**config.mk**
```make
export PLATFORM = sky130hd
export DESIGN_NAME = cpuhc_codec
export DESIGN_NICKNAME = d
export VERILOG_FILES = /design/src/design/cpuhc_pkg.sv /design/src/design/cpuhc_inj_collect.sv /design/src/design/cpuhc_codec.sv
export SDC_FILE = /design/constraint.sdc
export NUM_CORES = 1
export LEC_CHECK = 0
export BUFFER_PORTS_ARGS = -buffer_cell sky130_fd_sc_hd__buf_4
export CORE_MARGIN = 8
export CORE_UTILIZATION = 40
export DETAILED_ROUTE_END_ITERATION = 12
export GPL_TIMING_DRIVEN = 0
export MAX_ROUTING_LAYER = met4
export PLACE_DENSITY = 0.72
export SETUP_SLACK_MARGIN = 0.3
export SLEW_MARGIN = 20
export SYNTH_ARGS = -nofsm -noshare
export SYNTH_HDL_FRONTEND = slang
export SYNTH_SLANG_ARGS = --single-unit
```
**constraint.sdc**
```tcl
create_clock -name clk_i -period 2.1 [get_ports clk_i]
set_input_delay 0.21 -clock clk_i [delete_from_list [all_inputs] [get_ports clk_i]]
set_output_delay 0.21 -clock clk_i [all_outputs]
set_load 0.1 [all_outputs]
```
**src/design/cpuhc_pkg.sv**
```systemverilog
// Purpose: Shared constants and helpers for the CPU port frame header codec
// Assumes: Header bit numbers are the least significant bit of each field
// Notes: Register offsets are byte addresses on a 32-bit AXI4-Lite bus
package cpuhc_pkg;

  ////////////////////////////////////////////////////////////////////////////
  // Extraction header field positions and widths
  localparam int XTR_HDR_W = 128;
  localparam int XTR_SFLOW_LSB = 32;
  localparam int XTR_SFLOW_W = 4;
  localparam int XTR_COPY_HIT_BIT = 31;
  localparam int XTR_DROP_PREC_BIT = 30;
  localparam int XTR_LEARN_LSB = 28;
  localparam int XTR_LEARN_W = 2;
  localparam int XTR_QMASK_LSB = 20;
  localparam int XTR_QMASK_W = 8;
  localparam int XTR_CLASS_LSB = 17;
  localparam int XTR_CLASS_W = 3;
  localparam int XTR_TAG_TYPE_BIT = 16;
  localparam int XTR_PRIO_LSB = 13;
  localparam int XTR_PRIO_W = 3;
  localparam int XTR_DEI_BIT = 12;
  localparam int XTR_VID_LSB = 0;
  localparam int XTR_VID_W = 12;

  // Sampling origin codes
  localparam logic [3:0] SFLOW_RX_SAMPLE = 4'hc;
  localparam logic [3:0] SFLOW_NOT_SAMPLED = 4'hf;

  // Learn action codes
  localparam logic [1:0] LEARN_NONE = 2'h0;
  localparam logic [1:0] LEARN_NEW = 2'h1;
  localparam logic [1:0] LEARN_UPD_UNLOCKED = 2'h2;
  localparam logic [1:0] LEARN_UPD_LOCKED = 2'h3;

  // Tag protocol identifiers
  localparam logic [15:0] TPID_CTAG = 16'h8100;
  localparam logic [15:0] TPID_STAG = 16'h88a8;

  ////////////////////////////////////////////////////////////////////////////
  // Injection header layout: 20 bytes, first word carries bits 159:128
  localparam int INJ_HDR_W = 160;
  localparam logic [2:0] INJ_HDR_WORDS = 3'h5;
  localparam int INJ_SKIP_BIT = 127;
  localparam int INJ_IMP_BIT = 126;
  localparam int INJ_REWRITE_BIT = 126;
  localparam int INJ_IMP_PORT_LSB = 122;
  localparam int INJ_DESTINATION_PORT_SET_LSB = 56;
  localparam int INJ_DESTINATION_PORT_SET_W = 12;
  localparam int INJ_CLASS_LSB = 17;

  // Port numbering inside the switch core
  localparam logic [3:0] CPU_PORT_A = 4'hb;
  localparam logic [3:0] CPU_PORT_B = 4'hc;

  ////////////////////////////////////////////////////////////////////////////
  // Register map and reset values
  localparam logic [7:0] REG_CTRL = 8'h00;
  localparam logic [7:0] REG_CUSTOM_TPID = 8'h04;
  localparam logic [7:0] REG_LAST_XTR = 8'h08;
  localparam logic [7:0] REG_INJ_COUNT = 8'h0c;
  localparam logic [4:0] CTRL_RESET = 5'h00;
  localparam logic [15:0] CUSTOM_TPID_RESET = 16'h9100;
  localparam int CTRL_XTR_INS_LSB = 0;
  localparam int CTRL_INJ_EXP_LSB = 2;
  localparam int CTRL_PRECEDENCE_BIT = 4;
  localparam logic [1:0] RESP_OKAY = 2'h0;
  localparam logic [1:0] RESP_SLVERR = 2'h2;

  // Sampling origin: a Tx sample names its port, an Rx sample is code 12
  function automatic logic [3:0] cpuhc_sflow_code(input logic tx, input logic [3:0] port,
                                                 input logic rx);
    if (tx)
      return port;
    else if (rx)
      return SFLOW_RX_SAMPLE;
    else
      return SFLOW_NOT_SAMPLED;
  endfunction

endpackage

```
**src/design/cpuhc_inj_collect.sv**
```systemverilog
// Purpose: Splits the injection header from the word stream of one group
// Assumes: One 32-bit word per valid cycle, sof_i marks the first word
// Notes: Without header expect every word passes as frame data
module cpuhc_inj_collect
  import cpuhc_pkg::*;
(
  // Clock and reset
  input wire logic clk_i,
  input wire logic reset_i,
  // Configuration
  input wire logic expect_i,
  // Word stream from the CPU
  input wire logic [31:0] word_i,
  input wire logic valid_i,
  input wire logic sof_i,
  // Parsed header and frame data
  output logic [cpuhc_pkg::INJ_HDR_W-1:0] hdr_o,
  output logic hdr_valid_o,
  output logic [31:0] data_o,
  output logic data_valid_o
);
  import cpuhc_pkg::*;

  logic [2:0] cnt_q;
  logic [2:0] cnt_d;
  logic [INJ_HDR_W-1:0] hdr_q;
  logic hdr_valid_q;
  logic [31:0] data_q;
  logic data_valid_q;

  ////////////////////////////////////////////////////////////////////////////
  // Word classification: the first five words of an expected header
  wire logic start_hdr = valid_i & sof_i & expect_i;
  wire logic cont_hdr = valid_i & (cnt_q != 3'h0);
  wire logic hdr_word = start_hdr | cont_hdr;
  wire logic last_hdr = hdr_word & (cnt_d == INJ_HDR_WORDS);
  assign cnt_d = start_hdr ? 3'h1 : (cnt_q + 3'h1);

  // Header word counter; a new sof restarts a header cut short
  always_ff @(posedge clk_i)
  begin
    if (reset_i)
      cnt_q <= 3'h0;
    else if (last_hdr)
      cnt_q <= 3'h0;
    else if (hdr_word)
      cnt_q <= cnt_d;
  end

  // Header shift register, newest word at the bottom
  always_ff @(posedge clk_i)
  begin
    if (reset_i)
    begin
      hdr_q <= '0;
      hdr_valid_q <= 1'b0;
    end
    else
    begin
      if (hdr_word)
        hdr_q <= {hdr_q[INJ_HDR_W-33:0], word_i};
      hdr_valid_q <= last_hdr;
    end
  end

  // Frame data after the header, registered once
  always_ff @(posedge clk_i)
  begin
    if (reset_i)
    begin
      data_q <= 32'h0;
      data_valid_q <= 1'b0;
    end
    else
    begin
      data_valid_q <= valid_i & ~hdr_word;
      if (valid_i & ~hdr_word)
        data_q <= word_i;
    end
  end

  assign hdr_o = hdr_q;
  assign hdr_valid_o = hdr_valid_q;
  assign data_o = data_q;
  assign data_valid_o = data_valid_q;

  // Header words never leak onto the data path
  a_hdr_not_data: assert property (@(posedge clk_i) disable iff (reset_i)
    hdr_word |=> !data_valid_o)
    else $error("Header word passed as frame data");

endmodule // cpuhc_inj_collect

```
**src/design/cpuhc_codec.sv**
```systemverilog
// Purpose: Builds CPU extraction headers and decodes CPU injection headers
// Assumes: Classification inputs come from core logic on clk_i
// Notes: Bits above 35 stay zero
// Function
// - Sampling id at bit 32: Tx port 0-11, Rx 12, none 15
// - Bit 31 set when a second-stage rule copies the frame to CPU
// - Bit 30 carries drop precedence after policing
// - Bits 29:28 encode learn action: none, new, unlocked, locked update
// - Eight-bit extraction queue mask at bit 20
// - Three-bit service class at bit 17
// - Bit 16 is 0 for 0x8100 tags, 1 for 0x88a8 or custom
// - Priority at 13, drop eligible at 12, VLAN id at bit 0
// - First 20 injected bytes are a header, not frame data
// - Two independent injection groups on ports 11 and 12
// - Injected frames appear to the core as port 11 unless impersonating
// - Precedence setting prefers port 11 into egress queues
// - Skip bit 127 forwards by header destination, class and tag
// - Skip clear leaves destination, class and VLAN to normal lookups
// - Impersonation bit 126 with skip clear makes the frame appear from the named port
// - Rewrite bit 126 with skip set replaces source MAC per egress port
// - With skip set forward to the 12-bit set at bit 56
// - Extraction header prepended only when the port enables insertion
module cpuhc_codec
  import cpuhc_pkg::*;
(
  // Clock and reset
  input wire logic clk_i,
  input wire logic reset_i,
  // AXI4-Lite register slave
  input wire logic [7:0] s_axi_awaddr_i,
  input wire logic s_axi_awvalid_i,
  output logic s_axi_awready_o,
  input wire logic [31:0] s_axi_wdata_i,
  input wire logic [3:0] s_axi_wstrb_i,
  input wire logic s_axi_wvalid_i,
  output logic s_axi_wready_o,
  output logic [1:0] s_axi_bresp_o,
  output logic s_axi_bvalid_o,
  input wire logic s_axi_bready_i,
  input wire logic [7:0] s_axi_araddr_i,
  input wire logic s_axi_arvalid_i,
  output logic s_axi_arready_o,
  output logic [31:0] s_axi_rdata_o,
  output logic [1:0] s_axi_rresp_o,
  output logic s_axi_rvalid_o,
  input wire logic s_axi_rready_i,
  // Extraction classification from the core
  input wire logic xtr_req_i,
  input wire logic xtr_port_i,
  input wire logic xtr_tx_sampled_i,
  input wire logic [3:0] xtr_tx_port_i,
  input wire logic xtr_rx_sampled_i,
  input wire logic xtr_rule_hit_i,
  input wire logic xtr_copy_action_i,
  input wire logic xtr_single_hit_i,
  input wire logic xtr_drop_prec_i,
  input wire logic xtr_learn_new_i,
  input wire logic xtr_learn_update_i,
  input wire logic xtr_entry_locked_i,
  input wire logic [7:0] xtr_queue_mask_i,
  input wire logic [2:0] xtr_class_i,
  input wire logic [15:0] xtr_tpid_i,
  input wire logic [2:0] xtr_prio_i,
  input wire logic xtr_dei_i,
  input wire logic [11:0] xtr_vid_i,
  // Extraction header out
  output logic [cpuhc_pkg::XTR_HDR_W-1:0] xtr_hdr_o,
  output logic xtr_hdr_valid_o,
  output logic xtr_hdr_insert_o,
  // Injection word streams, one per group
  input wire logic [1:0][31:0] inj_word_i,
  input wire logic [1:0] inj_valid_i,
  input wire logic [1:0] inj_sof_i,
  // Injection results towards the core
  output logic [1:0] core_hdr_valid_o,
  output logic [1:0][3:0] core_path_port_o,
  output logic [1:0][3:0] core_ingress_port_o,
  output logic [1:0] core_skip_analyzer_o,
  output logic [1:0][11:0] core_destination_port_set_o,
  output logic [1:0][2:0] core_class_o,
  output logic [1:0] core_use_hdr_tag_o,
  output logic [1:0] core_smac_replace_o,
  output logic [1:0][31:0] core_data_o,
  output logic [1:0] core_data_valid_o,
  output logic core_cpu_precedence_o
);
  import cpuhc_pkg::*;

  ////////////////////////////////////////////////////////////////////////////
  // Register bus slave
  logic [4:0] ctrl_q;
  logic [15:0] tpid_q;
  logic [31:0] last_xtr_q;
  logic [1:0][15:0] inj_cnt_q;
  logic aw_held_q;
  logic w_held_q;
  logic [7:0] awaddr_q;
  logic [31:0] wdata_q;
  logic [3:0] wstrb_q;
  logic bvalid_q;
  logic [1:0] bresp_q;
  logic rvalid_q;
  logic [31:0] rdata_q;
  logic [1:0] rresp_q;

  // Address and data are taken in either order; response follows both
  wire logic aw_take = s_axi_awvalid_i & s_axi_awready_o;
  wire logic w_take = s_axi_wvalid_i & s_axi_wready_o;
  wire logic aw_have = aw_held_q | aw_take;
  wire logic w_have = w_held_q | w_take;
  wire logic wr_fire = aw_have & w_have & ~bvalid_q;
  wire logic [7:0] wr_addr = aw_held_q ? awaddr_q : s_axi_awaddr_i;
  wire logic [31:0] wr_data = w_held_q ? wdata_q : s_axi_wdata_i;
  wire logic [3:0] wr_strb = w_held_q ? wstrb_q : s_axi_wstrb_i;
  wire logic wr_ctrl = wr_fire & (wr_addr == REG_CTRL);
  wire logic wr_tpid = wr_fire & (wr_addr == REG_CUSTOM_TPID);
  wire logic wr_known = (wr_addr == REG_CTRL) | (wr_addr == REG_CUSTOM_TPID) |
                        (wr_addr == REG_LAST_XTR) | (wr_addr == REG_INJ_COUNT);
  assign s_axi_awready_o = ~aw_held_q & ~bvalid_q;
  assign s_axi_wready_o = ~w_held_q & ~bvalid_q;

  // Write channel holding and response
  always_ff @(posedge clk_i)
  begin
    if (reset_i)
    begin
      aw_held_q <= 1'b0;
      w_held_q <= 1'b0;
      awaddr_q <= 8'h0;
      wdata_q <= 32'h0;
      wstrb_q <= 4'h0;
      bvalid_q <= 1'b0;
      bresp_q <= RESP_OKAY;
    end
    else
    begin
      if (aw_take)
        awaddr_q <= s_axi_awaddr_i;
      if (w_take)
      begin
        wdata_q <= s_axi_wdata_i;
        wstrb_q <= s_axi_wstrb_i;
      end
      aw_held_q <= aw_have & ~wr_fire;
      w_held_q <= w_have & ~wr_fire;
      if (wr_fire)
      begin
        bvalid_q <= 1'b1;
        bresp_q <= wr_known ? RESP_OKAY : RESP_SLVERR;
      end
      else if (s_axi_bready_i)
        bvalid_q <= 1'b0;
    end
  end

  // Software settings; byte lanes honoured
  always_ff @(posedge clk_i)
  begin
    if (reset_i)
    begin
      ctrl_q <= CTRL_RESET;
      tpid_q <= CUSTOM_TPID_RESET;
    end
    else
    begin
      if (wr_ctrl & wr_strb[0])
        ctrl_q <= wr_data[4:0];
      if (wr_tpid & wr_strb[0])
        tpid_q[7:0] <= wr_data[7:0];
      if (wr_tpid & wr_strb[1])
        tpid_q[15:8] <= wr_data[15:8];
    end
  end

  // Read decode: unmapped addresses answer zero with an error
  wire logic rd_take = s_axi_arvalid_i & s_axi_arready_o;
  wire logic [31:0] rd_data = (s_axi_araddr_i == REG_CTRL) ? {27'h0, ctrl_q} :
                              (s_axi_araddr_i == REG_CUSTOM_TPID) ? {16'h0, tpid_q} :
                              (s_axi_araddr_i == REG_LAST_XTR) ? last_xtr_q :
                              (s_axi_araddr_i == REG_INJ_COUNT) ? inj_cnt_q : 32'h0;
  wire logic rd_known = (s_axi_araddr_i == REG_CTRL) | (s_axi_araddr_i == REG_CUSTOM_TPID) |
                        (s_axi_araddr_i == REG_LAST_XTR) | (s_axi_araddr_i == REG_INJ_COUNT);
  assign s_axi_arready_o = ~rvalid_q;

  always_ff @(posedge clk_i)
  begin
    if (reset_i)
    begin
      rvalid_q <= 1'b0;
      rdata_q <= 32'h0;
      rresp_q <= RESP_OKAY;
    end
    else if (rd_take)
    begin
      rvalid_q <= 1'b1;
      rdata_q <= rd_data;
      rresp_q <= rd_known ? RESP_OKAY : RESP_SLVERR;
    end
    else if (s_axi_rready_i)
      rvalid_q <= 1'b0;
  end

  assign s_axi_bvalid_o = bvalid_q;
  assign s_axi_bresp_o = bresp_q;
  assign s_axi_rvalid_o = rvalid_q;
  assign s_axi_rdata_o = rdata_q;
  assign s_axi_rresp_o = rresp_q;

  ////////////////////////////////////////////////////////////////////////////
  // Extraction header assembly
  logic [XTR_HDR_W-1:0] xtr_hdr_q;
  logic xtr_valid_q;
  logic xtr_insert_q;

  wire logic [3:0] sflow_code = cpuhc_sflow_code(xtr_tx_sampled_i, xtr_tx_port_i,
                                                 xtr_rx_sampled_i);
  wire logic copy_hit = xtr_rule_hit_i & (xtr_copy_action_i | xtr_single_hit_i);
  wire logic [1:0] learn_code = !(xtr_learn_new_i | xtr_learn_update_i) ? LEARN_NONE :
                                !xtr_learn_update_i ? LEARN_NEW :
                                xtr_entry_locked_i ? LEARN_UPD_LOCKED :
                                LEARN_UPD_UNLOCKED;
  // Custom value equal to 0x8100 still reads as a customer tag
  wire logic tag_is_stag = (xtr_tpid_i != TPID_CTAG) &
                           ((xtr_tpid_i == TPID_STAG) | (xtr_tpid_i == tpid_q));
  wire logic port_inserts = ctrl_q[CTRL_XTR_INS_LSB + int'(xtr_port_i)];

  // Upper fields belong to other logic and stay zero here
  wire logic [XTR_HDR_W-1:0] xtr_hdr_d = {92'h0, sflow_code, copy_hit, xtr_drop_prec_i,
                                          learn_code, xtr_queue_mask_i, xtr_class_i,
                                          tag_is_stag, xtr_prio_i, xtr_dei_i,
                                          xtr_vid_i};

  always_ff @(posedge clk_i)
  begin
    if (reset_i)
    begin
      xtr_hdr_q <= '0;
      xtr_valid_q <= 1'b0;
      xtr_insert_q <= 1'b0;
      last_xtr_q <= 32'h0;
    end
    else
    begin
      xtr_valid_q <= xtr_req_i;
      if (xtr_req_i)
      begin
        xtr_hdr_q <= xtr_hdr_d;
        xtr_insert_q <= port_inserts;
        last_xtr_q <= xtr_hdr_d[31:0];
      end
    end
  end

  assign xtr_hdr_o = xtr_hdr_q;
  assign xtr_hdr_valid_o = xtr_valid_q;
  assign xtr_hdr_insert_o = xtr_insert_q;

  ////////////////////////////////////////////////////////////////////////////
  // Injection groups: each has its own collector and path into the core
  logic [1:0][INJ_HDR_W-1:0] grp_hdr;
  logic [1:0] grp_hdr_valid;
  logic [1:0] hdr_valid_q;
  logic [1:0][3:0] ingress_q;
  logic [1:0] skip_q;
  logic [1:0][11:0] destination_port_set_q;
  logic [1:0][2:0] class_q;
  logic [1:0] smac_q;

  // Ingress port seen by the core: port 11 unless impersonating
  function automatic logic [3:0] cpuhc_ingress(input logic [INJ_HDR_W-1:0] hdr);
    if (!hdr[INJ_SKIP_BIT] && hdr[INJ_IMP_BIT])
      return hdr[INJ_IMP_PORT_LSB +: 4];
    else
      return CPU_PORT_A;
  endfunction

  for (genvar g = 0; g < 2; g++)
  begin : g_grp
    cpuhc_inj_collect u_collect (
      .clk_i(clk_i),
      .reset_i(reset_i),
      .expect_i(ctrl_q[CTRL_INJ_EXP_LSB + g]),
      .word_i(inj_word_i[g]),
      .valid_i(inj_valid_i[g]),
      .sof_i(inj_sof_i[g]),
      .hdr_o(grp_hdr[g]),
      .hdr_valid_o(grp_hdr_valid[g]),
      .data_o(core_data_o[g]),
      .data_valid_o(core_data_valid_o[g])
    );

    // Decode once per header; skip bit chooses header or analyzer control
    always_ff @(posedge clk_i)
    begin
      if (reset_i)
      begin
        hdr_valid_q[g] <= 1'b0;
        ingress_q[g] <= CPU_PORT_A;
        skip_q[g] <= 1'b0;
        destination_port_set_q[g] <= 12'h0;
        class_q[g] <= 3'h0;
        smac_q[g] <= 1'b0;
        inj_cnt_q[g] <= 16'h0;
      end
      else
      begin
        hdr_valid_q[g] <= grp_hdr_valid[g];
        if (grp_hdr_valid[g])
        begin
          inj_cnt_q[g] <= inj_cnt_q[g] + 16'h1;
          ingress_q[g] <= cpuhc_ingress(grp_hdr[g]);
          skip_q[g] <= grp_hdr[g][INJ_SKIP_BIT];
          destination_port_set_q[g] <= grp_hdr[g][INJ_SKIP_BIT] ?
                       grp_hdr[g][INJ_DESTINATION_PORT_SET_LSB +: INJ_DESTINATION_PORT_SET_W] : 12'h0;
          class_q[g] <= grp_hdr[g][INJ_SKIP_BIT] ? grp_hdr[g][INJ_CLASS_LSB +: 3] : 3'h0;
          smac_q[g] <= grp_hdr[g][INJ_SKIP_BIT] & grp_hdr[g][INJ_REWRITE_BIT];
        end
      end
    end

    assign core_path_port_o[g] = (g == 0) ? CPU_PORT_A : CPU_PORT_B;
  end

  assign core_hdr_valid_o = hdr_valid_q;
  assign core_ingress_port_o = ingress_q;
  assign core_skip_analyzer_o = skip_q;
  assign core_destination_port_set_o = destination_port_set_q;
  assign core_class_o = class_q;
  assign core_use_hdr_tag_o = skip_q;
  assign core_smac_replace_o = smac_q;
  assign core_cpu_precedence_o = ctrl_q[CTRL_PRECEDENCE_BIT];

  ////////////////////////////////////////////////////////////////////////////
  // Checks
  a_sflow_code: assert property (@(posedge clk_i) disable iff (reset_i)
    xtr_req_i && !xtr_tx_sampled_i && xtr_rx_sampled_i |=> xtr_hdr_o[35:32] == 4'hc)
    else $error("Rx sample code wrong");
  a_copy_hit: assert property (@(posedge clk_i) disable iff (reset_i)
    xtr_req_i |=> xtr_hdr_o[31] == $past(copy_hit))
    else $error("Rule copy hit bit wrong");
  a_drop_prec: assert property (@(posedge clk_i) disable iff (reset_i)
    xtr_req_i |=> xtr_hdr_o[30] == $past(xtr_drop_prec_i))
    else $error("Drop precedence bit wrong");
  a_learn_locked: assert property (@(posedge clk_i) disable iff (reset_i)
    xtr_req_i && xtr_learn_update_i && xtr_entry_locked_i |=> xtr_hdr_o[29:28] == 2'h3)
    else $error("Locked update code wrong");
  a_queue_class: assert property (@(posedge clk_i) disable iff (reset_i)
    xtr_req_i |=> xtr_hdr_o[27:20] == $past(xtr_queue_mask_i) &&
                  xtr_hdr_o[19:17] == $past(xtr_class_i))
    else $error("Queue mask or class misplaced");
  a_ctag_type: assert property (@(posedge clk_i) disable iff (reset_i)
    xtr_req_i && xtr_tpid_i == 16'h8100 |=> !xtr_hdr_o[16])
    else $error("Customer tag marked as service tag");
  a_vlan_fields: assert property (@(posedge clk_i) disable iff (reset_i)
    xtr_req_i |=> xtr_hdr_o[15:0] == {$past(xtr_prio_i), $past(xtr_dei_i), $past(xtr_vid_i)})
    else $error("Tag information misplaced");
  a_insert_gate: assert property (@(posedge clk_i) disable iff (reset_i)
    xtr_valid_q && xtr_insert_q |-> $past(port_inserts))
    else $error("Header inserted on disabled port");
  a_skip_destination_port_set: assert property (@(posedge clk_i) disable iff (reset_i)
    grp_hdr_valid[0] && grp_hdr[0][127] |=> core_destination_port_set_o[0] == $past(grp_hdr[0][67:56]))
    else $error("Bypass destination wrong");
  a_port_eleven: assert property (@(posedge clk_i) disable iff (reset_i)
    grp_hdr_valid[0] && (grp_hdr[0][127] || !grp_hdr[0][126])
    |=> core_ingress_port_o[0] == 4'hb)
    else $error("Injected frame not seen on port 11");
  a_imp_port: assert property (@(posedge clk_i) disable iff (reset_i)
    grp_hdr_valid[0] && !grp_hdr[0][127] && grp_hdr[0][126]
    |=> core_ingress_port_o[0] == $past(grp_hdr[0][125:122]) && !core_smac_replace_o[0])
    else $error("Impersonated port wrong");
  a_smac_replace: assert property (@(posedge clk_i) disable iff (reset_i)
    grp_hdr_valid[0] |=> core_smac_replace_o[0] == $past(grp_hdr[0][127] & grp_hdr[0][126]))
    else $error("Source MAC replace wrong");

endmodule // cpuhc_codec

```
==> impl_table.tex, run 1 <==
\begin{tabular}{lr}
\hline
Metric & Value \\
\hline
\multicolumn{2}{l}{\textbf{Status}} \\
Run status & complete, no violations \\
\multicolumn{2}{l}{\textbf{STA}} \\
Final Worst Setup Slack & 0.2713 ns \\
Final setup violating endpoints & 0 \\
Remaining max-slew budget at the tightest pin & 0.2605 \\
Number of hold-slack violations in the final timing report & 0 \\
Number of max-slew violations in the final report & 0 \\
Worst Tran Pin Value & 1.109 ns \\
Hold slack & 0.02972 ns \\
F\_max & 0.5469 GHz \\
Post-layout minimum cycle time & 1.829 ns \\
Share of the cycle needed by the critical path after routing & 0.8708 \\
Setup skew after layout & 0.01795 ns \\
RSZ-0062 raised after global routing & true \\
Setup TNS Final & 0 ns \\
\multicolumn{2}{l}{\textbf{Worst setup path}} \\
Startpoint Class & primary input \\
Critical path required time & 2.51 ns \\
Crit path arrival time & 2.23 ns \\
Launch instance of the worst register-to-register path & aw\_held\_q\$\_SDFF\_PP0\_ \\
Critical Path Sink Type & flip-flop \\
Type of the worst setup path & in -> reg \\
Highest net fanout along the worst path & 5 \\
Launching instance or port of the critical path & s\_axi\_awaddr\_i[5] \\
\multicolumn{2}{l}{\textbf{Routing}} \\
Total via count after detailed routing & 14.44k \\
DR pass1 iterations & 4 \\
Detailed-route vias per instance & 4.984 \\
Antenna violation net count after detailed routing & 0 \\
Top routing layer used & met4 \\
Average wire per standard cell & 18.36 um \\
Amount of wire on met3 after detailed routing & 3685 um \\
Total DRC errors in the routed layout & 0 \\
Starting DRT DRC Count & 813 \\
Total Routed Length & 53,200 um \\
Met2 routed WL & 26,100 um \\
Met1 wire length & 21,760 um \\
\multicolumn{2}{l}{\textbf{Synth}} \\
Avg Synthesized Cell Area & 8.407 um2 \\
Share of Yosys cell area claimed by the top area cell type & 0.4866 \\
Most instantiated flip-flop cell in the synthesis netlist & sky130\_fd\_sc\_hd\_\_dfxtp\_1 \\
Most area-consuming cells after synthesis & sky130\_fd\_sc\_hd\_\_dfxtp\_1 (49\%), sky130\_fd\_sc\_hd\_\_nand2\_1 (10\%), sky130\_fd\_sc\_hd\_\_a21oi\_1 (6.9\%) \\
Synth Register Bits & 359 \\
Post-synth ARST share & 0 \\
Post-synthesis sequential area ratio & 0.4866 \\
Number of different library cells in the post-synthesis netlist & 56 \\
Netlist area before placement & 14,770 um2 \\
Cell taking the most area after synthesis & sky130\_fd\_sc\_hd\_\_dfxtp\_1 \\
Synthesis warning total & 0 \\
Number of flops mapped to enable cells by yosys & 0 \\
Gate count after technology mapping & 1,757 \\
\multicolumn{2}{l}{\textbf{Run}} \\
Number of max-cap violations & 0 \\
\multicolumn{2}{l}{\textbf{Power}} \\
Static leakage & 9.247 nW \\
Worst ir drop on vdd & 0.0007813 V \\
Power density over the cells & 812.4 nW/um2 \\
\multicolumn{2}{l}{\textbf{GRT}} \\
Number of global-route vias before repair & 14.69k \\
Overall fraction of global-route tracks in use & 0.2390 \\
Pin count of the biggest net entering global routing & 14 \\
Number of antenna violations at the first check in global routing & 2 \\
Remaining Overflow, GRT & 0 \\
Wire length of the first global-routing pass & 81,560 um \\
\multicolumn{2}{l}{\textbf{Clocking}} \\
Number of sinks handled by clock tree synthesis & 359 \\
Inserted Clock Buffers & 39 \\
CTS tree & built \\
\# H-tree levels & 2 \\
Clock transition at the registers of the reported paths & 0.06 ns \\
Clock latency reported for the late side of the worst-skew pair & 0.54 ns \\
Cell chosen for the clock root & sky130\_fd\_sc\_hd\_\_clkbuf\_16 \\
Maximum clock insertion buffer count & 3 \\
\multicolumn{2}{l}{\textbf{Placed design}} \\
Cell area reported after detailed placement & 18,440 um2 \\
I/O Buffers & 353 \\
Setup slack after placement & -0.7122 ns \\
DP Wirelength & 38,330 um \\
GPL Wtd Cong & 0.9265 \\
\multicolumn{2}{l}{\textbf{Floorplan}} \\
Die Area & 43,330 um2 \\
Initial Utilization & 0.4044 \\
Die Ht & 208.2 um \\
\# rows & 70 \\
Core Area & 36,520 um2 \\
Die Span X & 208.2 um \\
\# IOs & 477 \\
\multicolumn{2}{l}{\textbf{Finish}} \\
Share of final-layout standard cells stronger than drive strength 1 & 0.2831 \\
Post-route design area & 21,560 um2 \\
Leading cell type in the layout, fill and taps excluded & sky130\_fd\_sc\_hd\_\_buf\_4 \\
Layout-stage area growth over the synthesis result & 45.95\% \\
Finished Core Util & 0.5902 \\
Most frequent cells in the layout & sky130\_fd\_sc\_hd\_\_buf\_4 (476), sky130\_fd\_sc\_hd\_\_nand2\_1 (411), sky130\_fd\_sc\_hd\_\_dfxtp\_1 (346), sky130\_fd\_sc\_hd\_\_a21oi\_1 (200), sky130\_fd\_sc\_hd\_\_nor2\_1 (146) \\
Net count of the finished layout & 2,591 \\
\multicolumn{2}{l}{\textbf{Worst hold path}} \\
Hold\_sp & inj\_sof\_i[1] \\
Min-delay worst type & in -> reg \\
\hline
\end{tabular}
[final cells by class]
class	instances	area (um2)
fillers	3052	14970
diodes	2	5.005
clock inverters	8	88.84
flip-flops and latches	359	7218
inverters	18	71.32
well taps	468	585.6
repair buffers	501	4105
clock buffers	60	1195
multi-input cells	1264	6955
plain buffers	217	1333
[path summary, 6_finish.rpt]
kind | cells past startpoint | end | slack [ns]
worst min-delay path | 3 | g_grp[1].u_collect.cnt_q[0]$_SDFFE_PP0P_ | 0.03
worst min register to register | 2 | g_grp[1].u_collect.hdr_o[64]$_SDFFE_PP0P_ | 0.45
worst max register to register | 7 | tpid_q[7]$_SDFFE_PP0P_ | 0.31
worst max-delay path | 7 | tpid_q[8]$_SDFFE_PP1P_ | 0.27
[Yosys cell counts, types with 2 or more instances]
library cell                count
sky130_fd_sc_hd__a2111oi_0      5
sky130_fd_sc_hd__xor2_1        27
sky130_fd_sc_hd__inv_1         17
sky130_fd_sc_hd__buf_4        106
sky130_fd_sc_hd__buf_2          3
sky130_fd_sc_hd__a21oi_1      205
sky130_fd_sc_hd__nand3_1       31
sky130_fd_sc_hd__conb_1         2
sky130_fd_sc_hd__mux2_2        32
sky130_fd_sc_hd__xnor2_1       10
sky130_fd_sc_hd__ha_1           6
sky130_fd_sc_hd__dfxtp_1      359
sky130_fd_sc_hd__o21ai_0       23
sky130_fd_sc_hd__and2_1         8
sky130_fd_sc_hd__a22oi_1       48
sky130_fd_sc_hd__a211oi_1      16
sky130_fd_sc_hd__a21boi_0       2
sky130_fd_sc_hd__and4_1         3
sky130_fd_sc_hd__or3b_2         2
sky130_fd_sc_hd__nor4_1         9
sky130_fd_sc_hd__or4_1          3
sky130_fd_sc_hd__o211ai_1       3
sky130_fd_sc_hd__and3_1         9
sky130_fd_sc_hd__a32oi_1       11
sky130_fd_sc_hd__mux2i_1       52
sky130_fd_sc_hd__nor2b_1       12
sky130_fd_sc_hd__nand2_1      412
sky130_fd_sc_hd__clkbuf_1     100
sky130_fd_sc_hd__nor4b_1        2
sky130_fd_sc_hd__buf_1          8
sky130_fd_sc_hd__or3_1          5
sky130_fd_sc_hd__nor2_1       149
sky130_fd_sc_hd__nand4_1       10
sky130_fd_sc_hd__o22ai_1        2
sky130_fd_sc_hd__o31ai_1        3
sky130_fd_sc_hd__nand2b_1      21
sky130_fd_sc_hd__a211o_1        2
sky130_fd_sc_hd__nor3_1        15
sky130_fd_sc_hd__o21ai_1        2
sky130_fd_sc_hd__o21a_1         2
sky130_fd_sc_hd__mux4_2         5
[sequential cells by signal, indices dropped and copies added (netlist names), 2 cells and up]
signal	count
core_class_o	6
ctrl_q	5
g_grp.u_collect.data_valid_o	2
wdata_q	16
g_grp.u_collect.data_o	64
core_smac_replace_o	2
tpid_q	16
awaddr_q	8
wstrb_q	2
g_grp.u_collect.hdr_valid_o	2
core_destination_port_set_o	24
s_axi_rdata_o	32
last_xtr_q	31
g_grp.u_collect.cnt_q	6
xtr_hdr_o	5
core_hdr_valid_o	2
core_ingress_port_o	8
inj_cnt_q	32
g_grp.u_collect.hdr_o	86
core_skip_analyzer_o	2
[layer usage]
layer | up-vias | global-route usage
met2 | 535 | 0.4120
met3 | 100 | 0.05877
met1 | 6816 | 0.2706
met4 | 0 | 0.07636
met5 | - | -
li1 | 6988 | -
[power by group]
part	internal, mW	leakage, nW	switching, mW
clock	4.05	0.638	2.82
combinational	0.955	5.68	2.58
sequential	6.98	2.93	0.129
total	12.0	9.25	5.53
[kinds of logic after synthesis]
logic type	synth area share
AO/OA/AOI/OAI	0.1310
XOR/XNOR	0.02194
adder cells (fa/ha/maj)	0.005082
buffers and inverters	0.08691
flip-flops	0.4866
multiplexers	0.06802
other	0.0005084
AND/OR/NAND/NOR	0.2000
[critical path, stage by stage]
cell	delay, ns
sky130_fd_sc_hd__dlygate4sd3_1	0.56
sky130_fd_sc_hd__buf_4	0.16
sky130_fd_sc_hd__nor4_4	0.32
sky130_fd_sc_hd__buf_4	0.18
sky130_fd_sc_hd__nand2_2	0.10
sky130_fd_sc_hd__a2111o_1	0.56
sky130_fd_sc_hd__mux2i_1	0.15
[through the flow]
| stage | cells | power, mW |
|---|---|---|
| final | 2897 | 17.51 |
| after global routing | 2897 | 18.09 |
| after CTS | 2887 | 17.54 |
| after detailed placement | 2678 | 10.45 |
| after global placement | 2678 | 10.42 |
| after floorplan | 1857 | 9.694 |
[repair_timing]
action | CTS | global route
hold buffers | 128 | 0
cloned | 1 | 0
pin swaps | 7 | 15
resized for setup | 59 | 94
setup endpoints to repair | 277 | 195
buffers inserted | 12 | 8
hold endpoints to repair | 156 | 0
Note: power is estimated with default switching activity, not from simulation.
==> inputs of run 2 (changes only) <==
--- a/config.mk
+++ b/config.mk
@@ -12,8 +12,8 @@
 export GPL_TIMING_DRIVEN = 0
 export MAX_ROUTING_LAYER = met4
 export PLACE_DENSITY = 0.72
+export REMOVE_ABC_BUFFERS = 1
 export SETUP_SLACK_MARGIN = 0.3
-export SLEW_MARGIN = 20
 export SYNTH_ARGS = -nofsm -noshare
 export SYNTH_HDL_FRONTEND = slang
 export SYNTH_SLANG_ARGS = --single-unit
==> run 2 against run 1 <==
  * Non-clock buffer count fell by 189
  * Sequential share of layout area rose by 1.3 points
  * First-iteration DRC count rose by 10%
  * Critical path type is now reg -> reg
  * Largest cell class unchanged
  * Die area did not move
  * Largest power group is now clock
  * Core utilization fell by 2.2 points
  * Power rose by 1.2%
  * Cell count fell by 6.3%
  * Wire length fell by 11%
==> impl_table.tex, run 2 (synthesis results as in run 1) <==
\begin{tabular}{lr}
\hline
Metric & Value \\
\hline
\multicolumn{2}{l}{\textbf{Clocking}} \\
Inserted Clock Buffers & 40 \\
CTS tree & built \\
Clock transition at the registers of the reported paths & 0.06 ns \\
Number of sinks handled by clock tree synthesis & 359 \\
Clock latency reported for the late side of the worst-skew pair & 0.54 ns \\
Cell chosen for the clock root & sky130\_fd\_sc\_hd\_\_clkbuf\_16 \\
Maximum clock insertion buffer count & 3 \\
\# H-tree levels & 2 \\
\multicolumn{2}{l}{\textbf{Power}} \\
Power density over the cells & 852.8 nW/um2 \\
Fraction of power spent switching nets & 0.3053 \\
Fraction of power consumed by the clock network & 0.414 \\
Gate power share & 0.185 \\
Power dissipated by switching net loads & 5.408 mW \\
Static leakage & 8.637 nW \\
Worst ir drop on vdd & 0.0006593 V \\
Total design power & 17.71 mW \\
Cell Int Power & 12.31 mW \\
Share of power burned in registers & 0.401 \\
\multicolumn{2}{l}{\textbf{Routing}} \\
Amount of wire on met3 after detailed routing & 3451 um \\
DR pass1 iterations & 7 \\
Average wire per standard cell & 17.37 um \\
Starting DRT DRC Count & 897 \\
Total DRC errors in the routed layout & 0 \\
Antenna violation net count after detailed routing & 0 \\
Top routing layer used & met4 \\
Met2 routed WL & 23,560 um \\
Met1 wire length & 18,620 um \\
Total Routed Length & 47,150 um \\
Total via count after detailed routing & 13.68k \\
Detailed-route vias per instance & 5.038 \\
\multicolumn{2}{l}{\textbf{Run}} \\
Number of max-cap violations & 0 \\
\multicolumn{2}{l}{\textbf{GRT}} \\
Pin count of the biggest net entering global routing & 163 \\
Remaining Overflow, GRT & 0 \\
Wire length of the first global-routing pass & 72,330 um \\
Number of global-route vias before repair & 13.59k \\
Number of antenna violations at the first check in global routing & 1 \\
Overall fraction of global-route tracks in use & 0.2077 \\
\multicolumn{2}{l}{\textbf{Finish}} \\
Area taken by multi-input logic gates & 6992 um2 \\
Number of fill cells in the layout & 3,078 \\
Post-route design area & 20,770 um2 \\
Reg area & 7221 um2 \\
Layout-stage area growth over the synthesis result & 40.63\% \\
Share of final-layout standard cells stronger than drive strength 1 & 0.2467 \\
Net count of the finished layout & 2,406 \\
Most frequent cells in the layout & sky130\_fd\_sc\_hd\_\_nand2\_1 (408), sky130\_fd\_sc\_hd\_\_buf\_4 (377), sky130\_fd\_sc\_hd\_\_dfxtp\_1 (346), sky130\_fd\_sc\_hd\_\_a21oi\_1 (201), sky130\_fd\_sc\_hd\_\_nor2\_1 (149) \\
Leading cell type in the layout, fill and taps excluded & sky130\_fd\_sc\_hd\_\_nand2\_1 \\
Finished Core Util & 0.5687 \\
Flip-flop count of the largest register, all copies and words added & 86 \\
\multicolumn{2}{l}{\textbf{Worst setup path}} \\
Critical path required time & 2.51 ns \\
Critical Path Sink Type & flip-flop \\
Startpoint Class & flip-flop \\
Type of the worst setup path & reg -> reg \\
Crit path max-delay cell type & sky130\_fd\_sc\_hd\_\_a2111oi\_1 \\
Worst stage delay on the critical path & 0.53 ns \\
Launch instance of the worst register-to-register path & aw\_held\_q\$\_SDFF\_PP0\_ \\
Crit path arrival time & 2.19 ns \\
Launching instance or port of the critical path & aw\_held\_q\$\_SDFF\_PP0\_ \\
Highest net fanout along the worst path & 8 \\
Critical path, cell by cell & nor4b\_2 -> nand2\_2 -> buf\_4 -> a2111oi\_1 -> a211oi\_1 \\
\multicolumn{2}{l}{\textbf{STA}} \\
Share of the cycle needed by the critical path after routing & 0.8497 \\
Post-layout minimum cycle time & 1.784 ns \\
RSZ-0062 raised after global routing & true \\
Hold slack & 0.008644 ns \\
Final setup violating endpoints & 0 \\
Worst Tran Pin Value & 0.8166 ns \\
Setup skew after layout & 0.01753 ns \\
Remaining max-slew budget at the tightest pin & 0.4543 \\
Number of max-slew violations in the final report & 0 \\
Number of hold-slack violations in the final timing report & 0 \\
F\_max & 0.5605 GHz \\
\multicolumn{2}{l}{\textbf{Placed design}} \\
I/O Buffers & 356 \\
Cell area reported after detailed placement & 17,460 um2 \\
DP Wirelength & 31,620 um \\
GPL Wtd Cong & 0.8658 \\
\multicolumn{2}{l}{\textbf{Floorplan}} \\
Die Span X & 208.2 um \\
\# IOs & 477 \\
Die Ht & 208.2 um \\
Die Area & 43,330 um2 \\
Core Area & 36,520 um2 \\
\# rows & 70 \\
Initial Utilization & 0.4044 \\
\multicolumn{2}{l}{\textbf{Worst hold path}} \\
Min-delay worst type & in -> reg \\
Hold\_sp & reset\_i \\
\multicolumn{2}{l}{\textbf{Status}} \\
Run status & complete, no violations \\
\hline
\end{tabular}
-- run 2: changes by cell type in the layout (fill, tap and decap cells not counted), moves of 8 or more --
cell and change:
sky130_fd_sc_hd__clkbuf_1 -48, sky130_fd_sc_hd__dlygate4sd3_1 +9, sky130_fd_sc_hd__buf_4 -99, sky130_fd_sc_hd__clkbuf_2 -28
sky130_fd_sc_hd__buf_2 -13, sky130_fd_sc_hd__clkbuf_4 -8
-- run 2: cell type report --
type / instances / area share
well taps: 468 / 0.02819
flip-flops and latches: 359 / 0.3476
inverters: 18 / 0.003494
clock buffers: 62 / 0.05903
repair buffers: 529 / 0.2166
multi-input cells: 1267 / 0.3366
diodes: 1 / 0.0001205
clock inverters: 11 / 0.008373
-- run 2: power groups by stage --
stage	Clock, mW	Combinational (mW)	Sequential (mW)
2_1_floorplan	0	1.27	8.12
3_3_place_gp	0	2.90	7.25
3_5_place_dp	0	2.94	7.26
4_1_cts	7.49	3.19	7.10
5_1_grt	7.76	3.40	7.12
6_report	7.34	3.28	7.10
-- run 2: metrics by stage --
stage                     worst slack, ns  instances  TNS [ns]
after global routing               0.2133       2715         0
after detailed placement           -1.022       2474    -48.52
after floorplan                    -1.037       1640   -113.70
after global placement             -3.755       2464   -497.54
after CTS                          0.2368       2698         0
final                              0.3157       2715         0
-- run 2: what timing repair did --
action | in CTS | in global routing
hold buffers | 136 | 1
cloned | 2 | 2
setup endpoints to repair | 199 | 163
pin swaps | 10 | 11
endpoints found under the hold margin | 163 | 1
buffers inserted | 13 | 13
gates resized for setup | 39 | 36
-- run 2: worst paths after layout --
check                                    to  slack, ns  cells past startpoint
max                  tpid_q[9]$_SDFFE_PP0P_       0.32                      5
min          s_axi_rdata_o[30]$_SDFFE_PP0P_      0.009                      2
max reg2reg          tpid_q[9]$_SDFFE_PP0P_       0.32                      5
min reg2reg         wdata_q[5]$_SDFFE_PP0P_       0.45                      2
-- run 2: per-layer routing --
layer	up-vias	global-route usage
met5	-	-
met4	0	0.08248
met3	95	0.05727
met2	510	0.3573
met1	6449	0.2259
li1	6623	-
-- run 2: critical path: cells and delay by family (launching register included) --
| family | cells | cell delay, ns |
|---|---|---|
| and+or+nand+nor | 2 | 0.42 |
| AOI/OAI and AO/OA | 2 | 0.62 |
| DFF | 1 | 0.41 |
| buffers and inverters | 1 | 0.19 |
